**config.mk**
```make
export PLATFORM = sky130hd
export DESIGN_NAME = cmc_core_memory_cycle_control
export DESIGN_NICKNAME = d
export VERILOG_FILES = /design/src/shared/cmc_pkg.sv /design/src/hw/cmc_coord_decode.sv /design/src/hw/cmc_core_memory_cycle_control.sv
export VERILOG_INCLUDE_DIRS = /design/src /design/src/shared
export SDC_FILE = /design/constraint.sdc
export NUM_CORES = 1
export LEC_CHECK = 0
export BUFFER_PORTS_ARGS = -buffer_cell sky130_fd_sc_hd__clkbuf_2
export CORE_MARGIN = 2
export CORE_UTILIZATION = 31
export DETAILED_ROUTE_END_ITERATION = 6
export SLEW_MARGIN = 5
export SYNTH_ARGS = -nofsm -noshare
export SYNTH_HDL_FRONTEND = slang
export SYNTH_SLANG_ARGS = --single-unit
```
**constraint.sdc**
```tcl
create_clock -name clk -period 3.41 [get_ports clk]
set_clock_uncertainty 0.15 [all_clocks]
set_input_delay 0.682 -clock clk [delete_from_list [all_inputs] [get_ports clk]]
set_output_delay 0.682 -clock clk [all_outputs]
set_load 0.1 [all_outputs]
```
**src/shared/cmc_map.svh**
```systemverilog
// constants: pulse times, widths, reset values and timing counts
`ifndef CMC_MAP_SVH
`define CMC_MAP_SVH

`define CMC_WORD_BITS      25
`define CMC_ADDR_BITS      14

// pulse-time codes on the phase input; a word runs T24 down to T0, then Tp
`define CMC_PT_T24         5'h18
`define CMC_PT_T21         5'h15
`define CMC_PT_T18         5'h12
`define CMC_PT_T12         5'h0C
`define CMC_PT_T10         5'h0A
`define CMC_PT_T9          5'h09
`define CMC_PT_T8          5'h08
`define CMC_PT_T7          5'h07
`define CMC_PT_T2          5'h02
`define CMC_PT_TP          5'h19

// address line field positions (line 1 is bit 13, weight 2^13)
`define CMC_STACK_MSB      13
`define CMC_STACK_LSB      12
`define CMC_YT_LSB         9
`define CMC_YC_LSB         6
`define CMC_XT_LSB         3
`define CMC_XC_LSB         0

// reset values
`define CMC_ADDR_RESET     14'h0000
`define CMC_WORD_RESET     25'h0000000
`define CMC_COUNT_RESET    11'h000

// one full memory cycle, longest time, rounded down to clocks
`define CMC_CLK_PERIOD_NS  5
`define CMC_CYCLE_NS       6000
`define CMC_CYCLE_CLKS     (`CMC_CYCLE_NS / `CMC_CLK_PERIOD_NS)
`define CMC_COUNT_BITS     11

`endif

```
**src/shared/cmc_pkg.sv**
```systemverilog
// types shared by the core memory cycle control and its decoder
package cmc_pkg;

  // gray along idle -> read -> write -> tail -> idle
  typedef enum logic [1:0] {
    CMC_IDLE  = 2'b00,
    CMC_READ  = 2'b01,
    CMC_WRITE = 2'b11,
    CMC_TAIL  = 2'b10
  } cmc_state_type;

  typedef struct packed {
    logic read_drive;   // read current regulator enable
    logic write_drive;  // write current regulator enable
    logic inhibit;      // inhibit (digit) timing
    logic read_dir;     // drive direction toward zero
    logic write_dir;    // drive direction toward one
  } cmc_timing_type;

  typedef struct packed {
    logic [3:0] stack_sel;  // one of four 4096-word stacks
    logic [7:0] y_true;     // y true octal digit, one-hot
    logic [7:0] y_comp;     // y complement octal digit, one-hot
    logic [7:0] x_true;     // x true octal digit, one-hot
    logic [7:0] x_comp;     // x complement octal digit, one-hot
  } cmc_coord_type;

endpackage : cmc_pkg

```
**src/hw/cmc_coord_decode.sv**
```systemverilog
// decoder from gated address lines to stack select and coordinate digits
`timescale 1ns/10ps
`include "cmc_map.svh"

module cmc_coord_decode (
  input  wire logic                       clk,    // 200 MHz clock
  input  wire logic                       reset,  // sync, active high
  input  wire logic                       ce,     // clock enable
  input  wire logic [`CMC_ADDR_BITS-1:0]  lines,  // gated address lines
  output cmc_pkg::cmc_coord_type          coord   // decoded selects
);
  import cmc_pkg::*;

  cmc_coord_type next_coord;
  logic [7:0]    digit [4];

  function automatic logic [7:0] octal_onehot(input logic [2:0] code);
    octal_onehot = 8'h01 << code;
  endfunction : octal_onehot

  // four octal sub-fields decoded
  genvar g;
  generate
    for (g = 0; g < 4; g++) begin : g_digit
      assign digit[g] = octal_onehot(lines[g*3 +: 3]);
    end
  endgenerate

  always_comb begin
    next_coord.stack_sel =
      4'h1 << lines[`CMC_STACK_MSB:`CMC_STACK_LSB];
    next_coord.y_true = digit[`CMC_YT_LSB/3];
    next_coord.y_comp = digit[`CMC_YC_LSB/3];
    next_coord.x_true = digit[`CMC_XT_LSB/3];
    next_coord.x_comp = digit[`CMC_XC_LSB/3];
  end

  always_ff @(posedge clk) begin
    if (reset) begin
      coord <= '0;
    end else if (ce) begin
      coord <= next_coord;
    end
  end

endmodule : cmc_coord_decode

```
**src/hw/cmc_core_memory_cycle_control.sv**
```systemverilog
// core memory cycle control: address gating, read, regenerate and write
`timescale 1ns/10ps
`include "cmc_map.svh"

// Operation
// reading zeroes the word, so it is always written back at once
// a full read plus write cycle must finish within 6 microseconds
// all 25 sense bits load in parallel into the data register
// inverted data register bits drive the 25 inhibit drivers
// write drives every core to one; inhibit leaves the zeros
// read current runs in the direction that switches cores to zero
// write reverses drive current on the same selected lines
// address lines follow the address register when not time-shared
// time-share takes w interlace on w priority, else y interlace
// line one weighs 2^13 down to line fourteen at 2^0
// x and y each split into true and complement decoded digits
// address cleared at T10, loaded at T9, held through write
// T8 clears data register, sets flag; T7 read drive to Tp
// sense strobed into data register at T2, never during write
// inhibit from T21 to T8; write drive from T18 to T12
module cmc_core_memory_cycle_control (
  input  wire logic                       clk,            // 200 MHz clock
  input  wire logic                       reset,          // sync reset
  input  wire logic                       ce,             // clock enable
  input  wire logic                       pulse_adv,      // new pulse time
  input  wire logic [4:0]                 pulse_time,     // T24..T0, Tp
  input  wire logic                       mem_request,    // start a cycle
  input  wire logic [`CMC_ADDR_BITS-1:0]  new_address,    // next address
  input  wire logic                       time_share,     // time-share sel
  input  wire logic                       w_priority,     // w buffer wins
  input  wire logic [`CMC_ADDR_BITS-1:0]  w_interlace_address_bit, // w adr
  input  wire logic [`CMC_ADDR_BITS-1:0]  y_interlace_address_bit, // y adr
  input  wire logic                       write_request,  // store new word
  input  wire logic [`CMC_WORD_BITS-1:0]  write_word,     // word to store
  input  wire logic [`CMC_WORD_BITS-1:0]  sense_bit,      // discriminators
  input  wire logic                       overrun_clear,  // clear overrun
  output logic [`CMC_ADDR_BITS-1:0]       address_reg,    // address reg
  output logic [`CMC_ADDR_BITS-1:0]       gated_address_line, // lines
  output cmc_pkg::cmc_coord_type          coord,          // decoded select
  output logic [`CMC_WORD_BITS-1:0]       mdr,            // data register
  output logic [`CMC_WORD_BITS-1:0]       inhibit_drive,  // inhibit drivers
  output cmc_pkg::cmc_timing_type         timing,         // drive timing
  output logic                            sense_strobe,   // strobe pulse
  output logic                            cycle_active_flag, // cycle on
  output logic                            cycle_overrun   // cycle too long
);
  import cmc_pkg::*;

  localparam logic [`CMC_COUNT_BITS-1:0] CYCLE_LIMIT =
    `CMC_COUNT_BITS'(`CMC_CYCLE_CLKS);

  cmc_state_type                state;
  cmc_state_type                next_state;
  logic                         pending;
  logic                         next_pending;
  logic [`CMC_ADDR_BITS-1:0]    next_address_reg;
  logic [`CMC_ADDR_BITS-1:0]    next_gated;
  logic [`CMC_WORD_BITS-1:0]    next_mdr;
  logic [`CMC_WORD_BITS-1:0]    next_inhibit_drive;
  cmc_timing_type               next_timing;
  logic                         next_strobe;
  logic                         next_flag;
  logic [`CMC_COUNT_BITS-1:0]   cycle_count;
  logic [`CMC_COUNT_BITS-1:0]   next_cycle_count;
  logic                         next_overrun;

  function automatic logic at_pt(input logic [4:0] code,
                                 input logic [4:0] pt);
    at_pt = (code == pt);
  endfunction : at_pt

  // address line gating
  always_comb begin
    // register feeds lines outside time-share
    next_gated = address_reg;
    if (time_share) begin
      // interlace source by priority
      if (w_priority) begin
        next_gated = w_interlace_address_bit;
      end else begin
        next_gated = y_interlace_address_bit;
      end
    end
  end

  always_ff @(posedge clk) begin
    if (reset) begin
      gated_address_line <= `CMC_ADDR_RESET;
    end else if (ce) begin
      gated_address_line <= next_gated;
    end
  end

  // bit 13 is line one, weight 2^13
  cmc_coord_decode u_decode (
    .clk   (clk),
    .reset (reset),
    .ce    (ce),
    .lines (gated_address_line),
    .coord (coord)
  );

  // cycle sequencer, stepped only on pulse-time boundaries
  always_comb begin
    next_state       = state;
    next_pending     = pending;
    next_address_reg = address_reg;
    next_mdr         = mdr;
    next_timing      = timing;
    next_flag        = cycle_active_flag;
    next_strobe      = 1'b0;

    if (pulse_adv) begin
      // clear address at T10, only once write drive is over
      if (at_pt(pulse_time, `CMC_PT_T10) && mem_request &&
          (state == CMC_IDLE || state == CMC_TAIL)) begin
        next_address_reg = `CMC_ADDR_RESET;
        next_pending     = 1'b1;
      end

      // load address at T9
      if (at_pt(pulse_time, `CMC_PT_T9) && pending) begin
        next_address_reg = new_address;
      end

      if (at_pt(pulse_time, `CMC_PT_T8)) begin
        // inhibit ends at T8
        next_timing.inhibit = 1'b0;
        if (state == CMC_TAIL) begin
          next_state = CMC_IDLE;
          next_flag  = 1'b0;
        end
        // clear data register, raise the flag
        if (pending) begin
          next_mdr     = `CMC_WORD_RESET;
          next_flag    = 1'b1;
          next_state   = CMC_READ;
          next_pending = 1'b0;
        end
      end

      // read drive on from T7
      if (at_pt(pulse_time, `CMC_PT_T7) && state == CMC_READ) begin
        next_timing.read_drive = 1'b1;
      end

      // strobe only in the read phase
      if (at_pt(pulse_time, `CMC_PT_T2) && state == CMC_READ) begin
        next_strobe = 1'b1;
        // parallel capture of all bits
        next_mdr    = sense_bit;
      end

      // read always flows straight into write-back
      if (at_pt(pulse_time, `CMC_PT_TP) && state == CMC_READ) begin
        next_timing.read_drive = 1'b0;
        next_state             = CMC_WRITE;
      end

      // new data replaces the regenerated word before inhibit starts
      if (at_pt(pulse_time, `CMC_PT_T24) && state == CMC_WRITE &&
          write_request) begin
        next_mdr = write_word;
      end

      // inhibit on from T21
      if (at_pt(pulse_time, `CMC_PT_T21) && state == CMC_WRITE) begin
        next_timing.inhibit = 1'b1;
      end

      // write drive from T18 to T12
      if (at_pt(pulse_time, `CMC_PT_T18) && state == CMC_WRITE) begin
        next_timing.write_drive = 1'b1;
      end
      if (at_pt(pulse_time, `CMC_PT_T12) && state == CMC_WRITE) begin
        next_timing.write_drive = 1'b0;
        next_state              = CMC_TAIL;
      end
    end

    // read direction while flag is up in the read phase
    next_timing.read_dir  = next_flag && (next_state == CMC_READ);
    // reversed direction for the write phase
    next_timing.write_dir = next_flag && (next_state == CMC_WRITE);
  end

  // complement side gated by inhibit timing
  // only zero bits are inhibited, so ones are written
  always_comb begin
    if (next_timing.inhibit) begin
      next_inhibit_drive = ~next_mdr;
    end else begin
      next_inhibit_drive = `CMC_WORD_RESET;
    end
  end

  always_ff @(posedge clk) begin
    if (reset) begin
      state             <= CMC_IDLE;
      pending           <= 1'b0;
      address_reg       <= `CMC_ADDR_RESET;
      mdr               <= `CMC_WORD_RESET;
      inhibit_drive     <= `CMC_WORD_RESET;
      timing            <= '0;
      sense_strobe      <= 1'b0;
      cycle_active_flag <= 1'b0;
    end else if (ce) begin
      state             <= next_state;
      pending           <= next_pending;
      address_reg       <= next_address_reg;
      mdr               <= next_mdr;
      inhibit_drive     <= next_inhibit_drive;
      timing            <= next_timing;
      sense_strobe      <= next_strobe;
      cycle_active_flag <= next_flag;
    end
  end

  // cycle length watch: read start to end of write drive
  always_comb begin
    next_cycle_count = cycle_count;
    next_overrun     = cycle_overrun;
    if (state == CMC_IDLE || state == CMC_TAIL) begin
      next_cycle_count = `CMC_COUNT_RESET;
    end else if (cycle_count != CYCLE_LIMIT) begin
      next_cycle_count = cycle_count + `CMC_COUNT_BITS'(1);
    end
    if (overrun_clear) begin
      next_overrun = 1'b0;
    end
    // set wins over a clear in the same cycle
    if ((state == CMC_READ || state == CMC_WRITE) &&
        cycle_count == CYCLE_LIMIT) begin
      next_overrun = 1'b1;
    end
  end

  always_ff @(posedge clk) begin
    if (reset) begin
      cycle_count   <= `CMC_COUNT_RESET;
      cycle_overrun <= 1'b0;
    end else if (ce) begin
      cycle_count   <= next_cycle_count;
      cycle_overrun <= next_overrun;
    end
  end

endmodule : cmc_core_memory_cycle_control

```
==> results of run 1 <==
[worst reg2reg max path: cells and delay by family, from the launching register on]
kind                   cells  cell delay (ns)
AOI/OAI and AO/OA          3             0.47
buffers and inverters      1             0.34
DFF                        1             0.57
and+or+nand+nor            2             0.65
[layout make-up]
type | instances | area, um^2 | area share
multi-input combinational | 458 | 2950 | 0.373
sequential | 136 | 2720 | 0.344
clock buffer | 19 | 443 | 0.0560
timing repair buffer | 247 | 1300 | 0.165
tap | 234 | 293 | 0.0370
clock inverter | 12 | 176 | 0.0223
inverter | 6 | 22.5 | 0.00285
[synth_stat cells, types with 6 or more instances]
master	instances
nor2_1	97
a21oi_1	62
a221oi_2	20
xor2_1	6
nor3_1	6
inv_1	6
a211oi_1	16
a221oi_1	6
nand4b_1	7
a21o_1	27
nand4_1	8
dfxtp_1	136
mux2i_1	14
a22o_1	26
nand3_1	30
a22oi_1	34
nand2_1	49
buf_1	12
clkbuf_1	40
[metal layers]
layer,share of wire,routed length [um],up-vias,global-route usage
met3,0.081,1530,11,0.0666
met1,0.45,8480,2737,0.227
met5,0,0,-,0
li1,-,-,2836,-
met4,0.0093,176,0,0.0511
met2,0.46,8660,200,0.299
[metrics by stage]
stage / hold slack, ns / worst slack (ns)
final: 0.305 / 1.05
after global placement: 0.288 / 0.631
after floorplan: 0.325 / 0.789
after global routing: 0.325 / 0.944
after CTS: 0.310 / 1.05
after detailed placement: 0.290 / 0.625
[how the worst max path moves through the flow]
stage	start	slack, ns	cells after the start	to
final	pulse_time[0]	1.05	7	inhibit_drive[16]$_SDFFE_PP0P_
after global placement	pulse_time[0]	0.63	7	inhibit_drive[19]$_SDFFE_PP0P_
after global routing	pulse_time[0]	0.94	7	inhibit_drive[18]$_SDFFE_PP0P_
after floorplan	pulse_time[0]	0.79	7	inhibit_drive[16]$_SDFFE_PP0P_
after detailed placement	pulse_time[0]	0.62	7	inhibit_drive[17]$_SDFFE_PP0P_
after CTS	pulse_time[0]	1.05	7	inhibit_drive[17]$_SDFFE_PP0P_
[cells by family (layout without fill, tap and decap cells)]
kind of cell             count (synthesis)  in the layout  synth area share
AND/OR/NAND/NOR                        227            227             0.184
AO/OA/AOI/OAI                          205            205             0.267
flip-flops                             136            136             0.460
buffers and inverters                   67            284            0.0469
multiplexers                            14             14            0.0237
XOR/XNOR                                10             10            0.0148
adder cells (fa/ha/maj)                  2              2           0.00422
[power groups by stage]
stage	sequential (mW)	clock (mW)	combinational, mW
final	1.64	1.94	0.383
after floorplan	1.79	0	0.137
after global routing	1.64	2.06	0.408
after detailed placement	1.67	0	0.385
after CTS	1.64	1.98	0.387
after global placement	1.67	0	0.386
==> metrics.md, run 1 <==
| Metric | Value |
|---|---|
| Core box area | `roughly 19000 um^2` |
| GRT Util Overall | `0.183` |
| Drc violations | `0` |
| Synth Register Bits | `around 140` |
| First-pass GRT wire length | `between 20 and 30 mm` |
| Mapped Area | `slightly below 6000 um^2` |
| Worst hold path startpoint | `inhibit_drive[1]$_SDFFE_PP0P_` |
| Share of cells above drive strength 1 | `0.350` |
| Crit Reg-Reg Startpoint | `state[1]$_SDFFE_PP0P_` |
| Die ar. | `approximately 20000 um^2` |
| Max_slew headroom | `0.294` |
| Sw Ratio | `0.255` |
| Max Transition Viols Final | `0` |
| Seq pwr share | `0.414` |
| Pint | `between 2 and 3 mW` |
| # diodes | `0` |
| Postcts setup bufs | `0` |
| Crit Reg-Reg Endpoint | `inhibit_drive[17]$_SDFFE_PP0P_` |
| Post-cts resize count | `0` |
| Flop2flop setup slack | `between 1 and 1.5 ns` |
| Die Y | `~140 um` |
| Worst hold path class | `reg2reg` |
| CTS clk-pin slew, worst paths | `0.06 ns` |
| Biggest regs | `u_decode.coord (36), inhibit_drive (25), mdr (25)` |
| Yosys top cell area share | `0.460` |
| # nets final | `roughly 1000` |
| Port Buf Inserts | `roughly 230` |
| Final Hold Fails | `0` |
| Post-synth EDFFs | `0` |
| Commonest non-fill, non-tap cell in the layout | `clkbuf_2` |
| TritonCTS Buffers | `17` |
| Avg Inst Size Synth | `8.96 um^2` |
| Vias | `between 5000 and 6000` |
| Max-cap violations | `0` |
| DP HPWL | `around 13 mm` |
| Worst-Margin Slew | `approximately 1.1 ns` |
| Setup TNS Final | `0 ns` |
| Most frequent cells in the layout | `226 x clkbuf_2, 136 x dfxtp_1, 96 x nor2_1, 62 x a21oi_1, 49 x nand2_1` |
| Dpl cell area | `approximately 7300 um^2` |
| CTS tree | `yes` |
| CP Data Required Time | `approximately 3.6 ns` |
| Final period util | `0.691` |
| Clk buf depth | `2` |
| Max reg flops | `36` |
| I/O pin count | `around 230` |
| Hold depth | `1` |
| Async SR Flop Fraction | `0` |
| Initial Util | `0.317` |
| Hold endpoint | `inhibit_drive[1]$_SDFFE_PP0P_` |
| Final setup vio count | `0` |
| Synth top area cells | `dfxtp_1 46%, nor2_1 6.1%, a21oi_1 5.2%` |
| Routed wire length | `around 19 mm` |
| Cts hold-fix bufs | `0` |
| Biggest register | `u_decode.coord` |
| R2R depth | `6` |
| Seq/Total Area, Yosys | `0.460` |
| Critical Path Max Stage Delay | `between 0.5 and 0.6 ns` |
| CTS root buf | `clkbuf_16` |
| Crit Path Category | `in2reg` |
| Crit path buf inv count | `2` |
| Crit path DAT | `roughly 2.6 ns` |
| NetSw | `~1 mW` |
| GPL Wtd Cong | `about 0.80` |
| Util after Layout | `0.423` |
| Syn-to-layout area delta | `33.5%` |
| Std-Cell Rows | `50` |
| Logic gate share of total power | `0.097` |
| Critical Path Source Type | `input port` |
| Leak Pwr | `between 3 and 4 nW` |
| Total gr overflow | `0` |
| Clk_lat worst skew | `between 0.4 and 0.5 ns` |
| Yosys Warn Count | `0` |
| Vias/cell | `between 5 and 6` |
| CP Cell Sequence | `clkbuf_2 > or4b_4 > nor3_4 > o31ai_4 > buf_4 > a221oi_1 > a21o_1` |
| Overall power | `3.96 mW` |
| Peak supply drop | `~0.00039 V` |
| Vias in the first global route | `about 5400` |
| Die X-Extent | `approximately 140 um` |
| Clock network power share | `0.489` |
| Crit end category | `flip-flop` |
| Drt wl/cell | `16.9 um` |
| Synth area leader | `dfxtp_1` |
| Library cells used by synthesis | `50` |
| PwrDens | `roughly 500 nW/um^2` |
| Final ANT Viol Nets | `0` |
| 1st-pass router iterations | `6` |
| Cell Count, Final, Fillers Out | `1112` |
| CTS sink cnt | `around 140` |
| Min Tclk post-route | `2.36 ns` |
| Mapped Cells | `661` |
| Top FF cell, synth | `dfxtp_1` |
| Outcome | `complete, no violations` |
| Dpl cells | `~1100` |
| Max Fclk | `0.424 GHz` |
| RSZ-0062 raised after global routing | `no` |
| H-tree depth | `4` |
| Iteration-0 DRC Markers | `253` |
| FILL cells | `1927` |
| Critical-path top delay cell | `or4b_4` |
| Post-route design area | `7910 um^2` |
| Top Family by Delay on Critical Path | `simple AND/OR/NAND/NOR gates` |
| Pin count of the biggest net entering global routing | `38` |
| Initial antenna violation count | `0` |
| Net Count, Synth | `769` |
| Crit-path max FO | `25` |
No activity file was read; power rests on OpenSTA's default activity.
==> run 2: changes to the inputs <==
==> constraint.sdc (replaced) <==
create_clock -name clk -period 1.9 [get_ports clk]
set_clock_uncertainty 0.15 [all_clocks]
set_input_delay 0.38 -clock clk [delete_from_list [all_inputs] [get_ports clk]]
set_output_delay 0.38 -clock clk [all_outputs]
set_load 0.1 [all_outputs]
==> run 2 against run 1 <==
  * Register-to-register slack got worse by 1.0 ns
  * Sequential share of layout area decreased by 2.3 points
  * Critical endpoint is now inhibit_drive[12]$_SDFFE_PP0P_
  * Non-clock buffer count up 46
==> metrics.md, run 2 (same netlist as run 1, synthesis figures left out) <==
| Metric | Value |
|---|---|
| Total gr overflow | `0` |
| GPL Wtd Cong | `~0.81` |
| Iteration-0 DRC Markers | `275` |
| Final setup vio count | `0` |
| Max Transition Viols Final | `0` |
| Die ar. | `~20000 um^2` |
| Drt wl/cell | `between 15 and 20 um` |
| DP HPWL | `between 10 and 15 mm` |
| # nets final | `~1000` |
| Max_slew headroom | `0.613` |
| Crit end category | `flip-flop` |
| CTS clk-pin slew, worst paths | `0.06 ns` |
| Setup TNS Final | `0 ns` |
| Outcome | `complete, no violations` |
| Peak supply drop | `0.000535 V` |
| Pint | `around 5.0 mW` |
| Worst hold path class | `in2reg` |
| Crit-path max FO | `13` |
| CTS root buf | `clkbuf_16` |
| Std-Cell Rows | `50` |
| Crit Path Category | `in2reg` |
| FILL cells | `1833` |
| # diodes | `0` |
| Share of cells above drive strength 1 | `0.391` |
| CTS tree | `yes` |
| Final ANT Viol Nets | `0` |
| Clk buf depth | `2` |
| Sw Ratio | `0.270` |
| Core box area | `approximately 19000 um^2` |
| Die X-Extent | `between 100 and 150 um` |
| Min Tclk post-route | `around 1.8 ns` |
| Max Fclk | `between 0.5 and 0.6 GHz` |
| H-tree depth | `4` |
| Clock network power share | `0.463` |
| Worst-Margin Slew | `around 0.58 ns` |
| Biggest register | `u_decode.coord` |
| PwrDens | `between 800 and 900 nW/um^2` |
| Die Y | `142 um` |
| NetSw | `around 1.9 mW` |
| Critical Path Source Type | `input port` |
| Routed wire length | `~20 mm` |
| Commonest non-fill, non-tap cell in the layout | `clkbuf_2` |
| Vias | `between 6000 and 7000` |
| TritonCTS Buffers | `17` |
| First-pass GRT wire length | `about 30 mm` |
| CTS sink cnt | `between 100 and 150` |
| Crit path DAT | `around 2.0 ns` |
| Final Hold Fails | `0` |
| Vias/cell | `between 5 and 6` |
| I/O pin count | `roughly 230` |
| Final period util | `0.973` |
| Logic gate share of total power | `0.112` |
| Pin count of the biggest net entering global routing | `~100` |
| 1st-pass router iterations | `4` |
| Clk_lat worst skew | `about 0.41 ns` |
| Vias in the first global route | `about 5800` |
| Initial Util | `0.317` |
| Drc violations | `0` |
| Worst hold slack | `~0.055 ns` |
| Port Buf Inserts | `227` |
| CP Data Required Time | `a little over 2 ns` |
| GRT Util Overall | `0.193` |
| Initial antenna violation count | `0` |
| Biggest regs | `u_decode.coord (36), inhibit_drive (25), mdr (25)` |
| Max-cap violations | `0` |
| Leak Pwr | `roughly 3.9 nW` |
| Seq pwr share | `0.425` |
| Most frequent cells in the layout | `214 x clkbuf_2, 131 x dfxtp_1, 96 x nor2_1, 62 x a21oi_1, 53 x buf_4` |
| Syn-to-layout area delta | `43.5%` |
| Max reg flops | `36` |
==> run 2: changes by cell type in the layout (fill, tap and decap cells not counted), moves of 2 or more <==
cell	delta
buf_4	+33
buf_12	+18
clkbuf_2	-12
clkbuf_4	+5
dfxtp_1	-5
bufinv_16	-3
dfxtp_2	+3
clkbuf_8	+2
dfxtp_4	+2
==> run 2: timing repair <==
item	in CTS	in global routing
pin swaps	0	2
setup endpoints to repair	31	40
buffers inserted	0	1
hold buffers	0	0
gates resized for setup	7	7
endpoints found under the hold margin	0	0
==> run 2: metrics by stage <==
stage	instance area (um^2)	power, mW	utilization	cells	setup WS (ns)
final	8500	6.90	0.455	1159	0.0505
after global placement	7890	3.76	0.422	1126	-0.335
after detailed placement	7890	3.76	0.422	1126	-0.360
after floorplan	5990	3.47	-	661	-0.301
after CTS	8480	6.97	0.453	1158	0.0124
after global routing	8500	7.17	0.455	1159	-0.0101
==> run 2: cell type report <==
class                   instances  area (um^2)  share of cell area
repair buffers                293         1900               0.224
flip-flops and latches        136         2730               0.321
clock inverters                10         95.1              0.0112
clock buffers                  22          474              0.0558
inverters                       6         22.5             0.00265
well taps                     234          293              0.0344
multi-input cells             458         2980               0.351
==> run 2: final timing paths <==
kind / from / slack [ns] / end / depth (start not counted)
max: pulse_time[3] / 0.05 / inhibit_drive[12]$_SDFFE_PP0P_ / 8
min: new_address[9] / 0.05 / address_reg[9]$_SDFFE_PP0P_ / 3
max reg2reg: state[0]$_SDFFE_PP0P_ / 0.08 / inhibit_drive[12]$_SDFFE_PP0P_ / 7
min reg2reg: inhibit_drive[1]$_SDFFE_PP0P_ / 0.30 / inhibit_drive[1]$_SDFFE_PP0P_ / 1
==> run 2: layer usage <==
metal | wire [um] | vias to the layer above | global-route usage
met5 | 0 | - | 0
met4 | 213 | 0 | 0.0447
met3 | 1760 | 16 | 0.0683
met2 | 8900 | 242 | 0.319
met1 | 8650 | 2830 | 0.241
li1 | - | 2919 | -
==> run 2: worst max-delay path, cell delays in order <==
cell      delay, ns
clkbuf_2       0.09
or4b_4         0.56
nor3_4         0.26
buf_12         0.16
buf_12         0.13
a22o_1         0.17
a221oi_2       0.07
a21o_1         0.18
==> run 2: power by group through the flow <==
stage | Combinational, mW | Clock (mW) | Sequential (mW)
2_1_floorplan | 0.252 | 0 | 3.21
3_3_place_gp | 0.768 | 0 | 2.99
3_5_place_dp | 0.769 | 0 | 2.99
4_1_cts | 0.773 | 3.27 | 2.93
5_1_grt | 0.822 | 3.41 | 2.93
6_report | 0.772 | 3.20 | 2.93
==> run 3: changes to the inputs <==
--- a/config.mk
+++ b/config.mk
@@ -10,6 +10,7 @@
 export CORE_MARGIN = 2
 export CORE_UTILIZATION = 31
 export DETAILED_ROUTE_END_ITERATION = 6
+export PLACE_DENSITY_LB_ADDON = 0.12
 export SLEW_MARGIN = 5
 export SYNTH_ARGS = -nofsm -noshare
 export SYNTH_HDL_FRONTEND = slang
==> constraint.sdc (replaced) <==
create_clock -name clk -period 1.9 [get_ports clk]
set_clock_uncertainty 0.15 [all_clocks]
set_input_delay 0.38 -clock clk [delete_from_list [all_inputs] [get_ports clk]]
set_output_delay 0.38 -clock clk [all_outputs]
set_load 0.05 [all_outputs]
==> run 3 against run 2 <==
  * Global-route usage down 0.47 points
  * Non-clock buffer count up 1
  * Worst hold slack worse by 0.0054 ns
  * Setup slack worse by 0.022 ns
  * Largest cell class unchanged
  * Power up 0.91%
  * Utilization about the same
  * Largest power group unchanged
  * Register-to-register slack better by 0.04 ns
  * Die area unchanged
  * Fmax down 1.2%
==> metrics.md, run 3 (same netlist as run 1, synthesis figures left out) <==
| Metric | Value |
|---|---|
| Outcome | `complete, no violations` |
| Clk_lat worst skew | `0.41 ns` |
| Total gr overflow | `0` |
| Vias/cell | `5.13` |
| Final setup vio count | `0` |
| # nets final | `around 1000` |
| CTS clk-pin slew, worst paths | `approximately 0.060 ns` |
| Post-Place Worst Slack | `-0.447 ns` |
| Crit Path Category | `in2reg` |
| CP Data Required Time | `approximately 2 ns` |
| Die Y | `between 100 and 150 um` |
| Min Tclk post-route | `~1.9 ns` |
| Final Hold Fails | `0` |
| Setup TNS Final | `0 ns` |
| Worst-Margin Slew | `~0.5 ns` |
| CTS sink cnt | `about 140` |
| Leak Pwr | `3.95 nW` |
| Drt wl/cell | `between 15 and 20 um` |
| Dpl cells | `1119` |
| CTS root buf | `clkbuf_16` |
| Vias in the first global route | `between 5000 and 6000` |
| Final ANT Viol Nets | `0` |
| Max-cap violations | `0` |
| Commonest non-fill, non-tap cell in the layout | `clkbuf_2` |
| Die X-Extent | `142 um` |
| Core box area | `between 15000 and 20000 um^2` |
| Final period util | `0.985` |
| Die ar. | `20200 um^2` |
| Max Fclk | `about 0.53 GHz` |
| Routed wire length | `just under 20 mm` |
| CTS tree | `yes` |
| # diodes | `0` |
| Initial antenna violation count | `0` |
| Drc violations | `0` |
| Cell Count, Final, Fillers Out | `between 1000 and 1500` |
| Max reg flops | `36` |
| Port Buf Inserts | `227` |
| Clk buf depth | `2` |
| DP HPWL | `roughly 14 mm` |
| Crit-path max FO | `14` |
| Syn-to-layout area delta | `43.6%` |
| Initial Util | `0.317` |
| Vias | `approximately 6000` |
| GPL Wtd Cong | `just over 0.8` |
| First-pass GRT wire length | `just over 30 mm` |
| H-tree depth | `4` |
| Crit end category | `flip-flop` |
| Overall power | `6.96 mW` |
| 1st-pass router iterations | `4` |
| Share of cells above drive strength 1 | `0.401` |
| Max_slew headroom | `0.660` |
| I/O pin count | `between 200 and 250` |
| Cts hold-fix bufs | `0` |
| Std-Cell Rows | `50` |
| TritonCTS Buffers | `17` |
| Critical Path Source Type | `input port` |
| Biggest register | `u_decode.coord` |
| Util after Layout | `0.455` |
| Peak supply drop | `0.000628 V` |
| GRT Util Overall | `0.188` |
| Max Transition Viols Final | `0` |
| Iteration-0 DRC Markers | `around 290` |
| Pin count of the biggest net entering global routing | `73` |
| RSZ-0062 raised after global routing | `yes` |
| Final worst-path setup slack | `approximately 0.028 ns` |
| PwrDens | `approximately 820 nW/um^2` |
| Most frequent cells in the layout | `226 x clkbuf_2, 133 x dfxtp_1, 96 x nor2_1, 62 x a21oi_1, 55 x buf_4` |
| Biggest regs | `u_decode.coord (36), inhibit_drive (25), mdr (25)` |
| Crit path DAT | `roughly 2 ns` |
| Worst hold path class | `in2reg` |
-- run 3: cell count changes in the layout (fill, tap and decap cells not counted), sizes merged --
cell    previous run  this run
buf               74        67
o31ai              2         3
bufinv             1         3
clkinv             6         4
inv                7        10
clkbuf           241       246
-- run 3: cell type report --
class,instances,area [um^2]
tap,234,293
fill,1830,10200
multi-input combinational,459,3080
inverter,6,22.5
clock inverter,13,168
clock buffer,19,443
timing repair buffer,294,1770
sequential,136,2730
-- run 3: what timing repair did --
action	4_1_cts	5_1_grt
setup buffers	3	5
pin swaps	3	3
gates resized for setup	4	17
gates cloned	1	1
endpoints found under the setup margin	50	52
-- run 3: worst paths after layout --
kind	startpoint	endpoint	slack, ns	cells after the start
setup / recovery	pulse_time[3]	mdr[24]$_SDFFE_PP0P_	0.03	9
hold / removal	new_address[13]	address_reg[13]$_SDFFE_PP0P_	0.05	3
setup reg to reg	state[1]$_SDFFE_PP0P_	inhibit_drive[11]$_SDFFE_PP0P_	0.12	7
hold reg to reg	timing[1]$_SDFFE_PP0P_	timing[1]$_SDFFE_PP0P_	0.30	2
-- run 3: power breakdown --
| group | internal (mW) | total, mW | switching [mW] |
|---|---|---|---|
| registers | 2.89 | 2.93 | 0.0433 |
| clock network | 2.11 | 3.40 | 1.29 |
| logic | 0.225 | 0.624 | 0.399 |
| total | 5.23 | 6.96 | 1.73 |
-- run 3: metal layers --
| layer | part of all wire | global-route usage | up-vias |
|---|---|---|---|
| met4 | 0.018 | 0.0595 | 0 |
| li1 | - | - | 2936 |
| met3 | 0.062 | 0.0515 | 26 |
| met5 | 0 | 0 | - |
| met2 | 0.46 | 0.298 | 185 |
| met1 | 0.46 | 0.249 | 2813 |
-- run 3: worst max-delay path, cell delays in order --
cell	delay [ns]
clkbuf_2	0.11
or4b_4	0.56
nor3_4	0.14
buf_4	0.17
buf_12	0.16
o31ai_4	0.07
buf_12	0.17
a22oi_1	0.18
nor2_1	0.06
-- run 3: stage by stage --
step | area (um^2) | hold slack [ns]
finish | 8510 | 0.0493
global route | 8510 | 0.0464
CTS | 8330 | 0.0328
detailed placement | 7670 | 0.291
global placement | 7670 | 0.288
floorplan | 5980 | 0.325
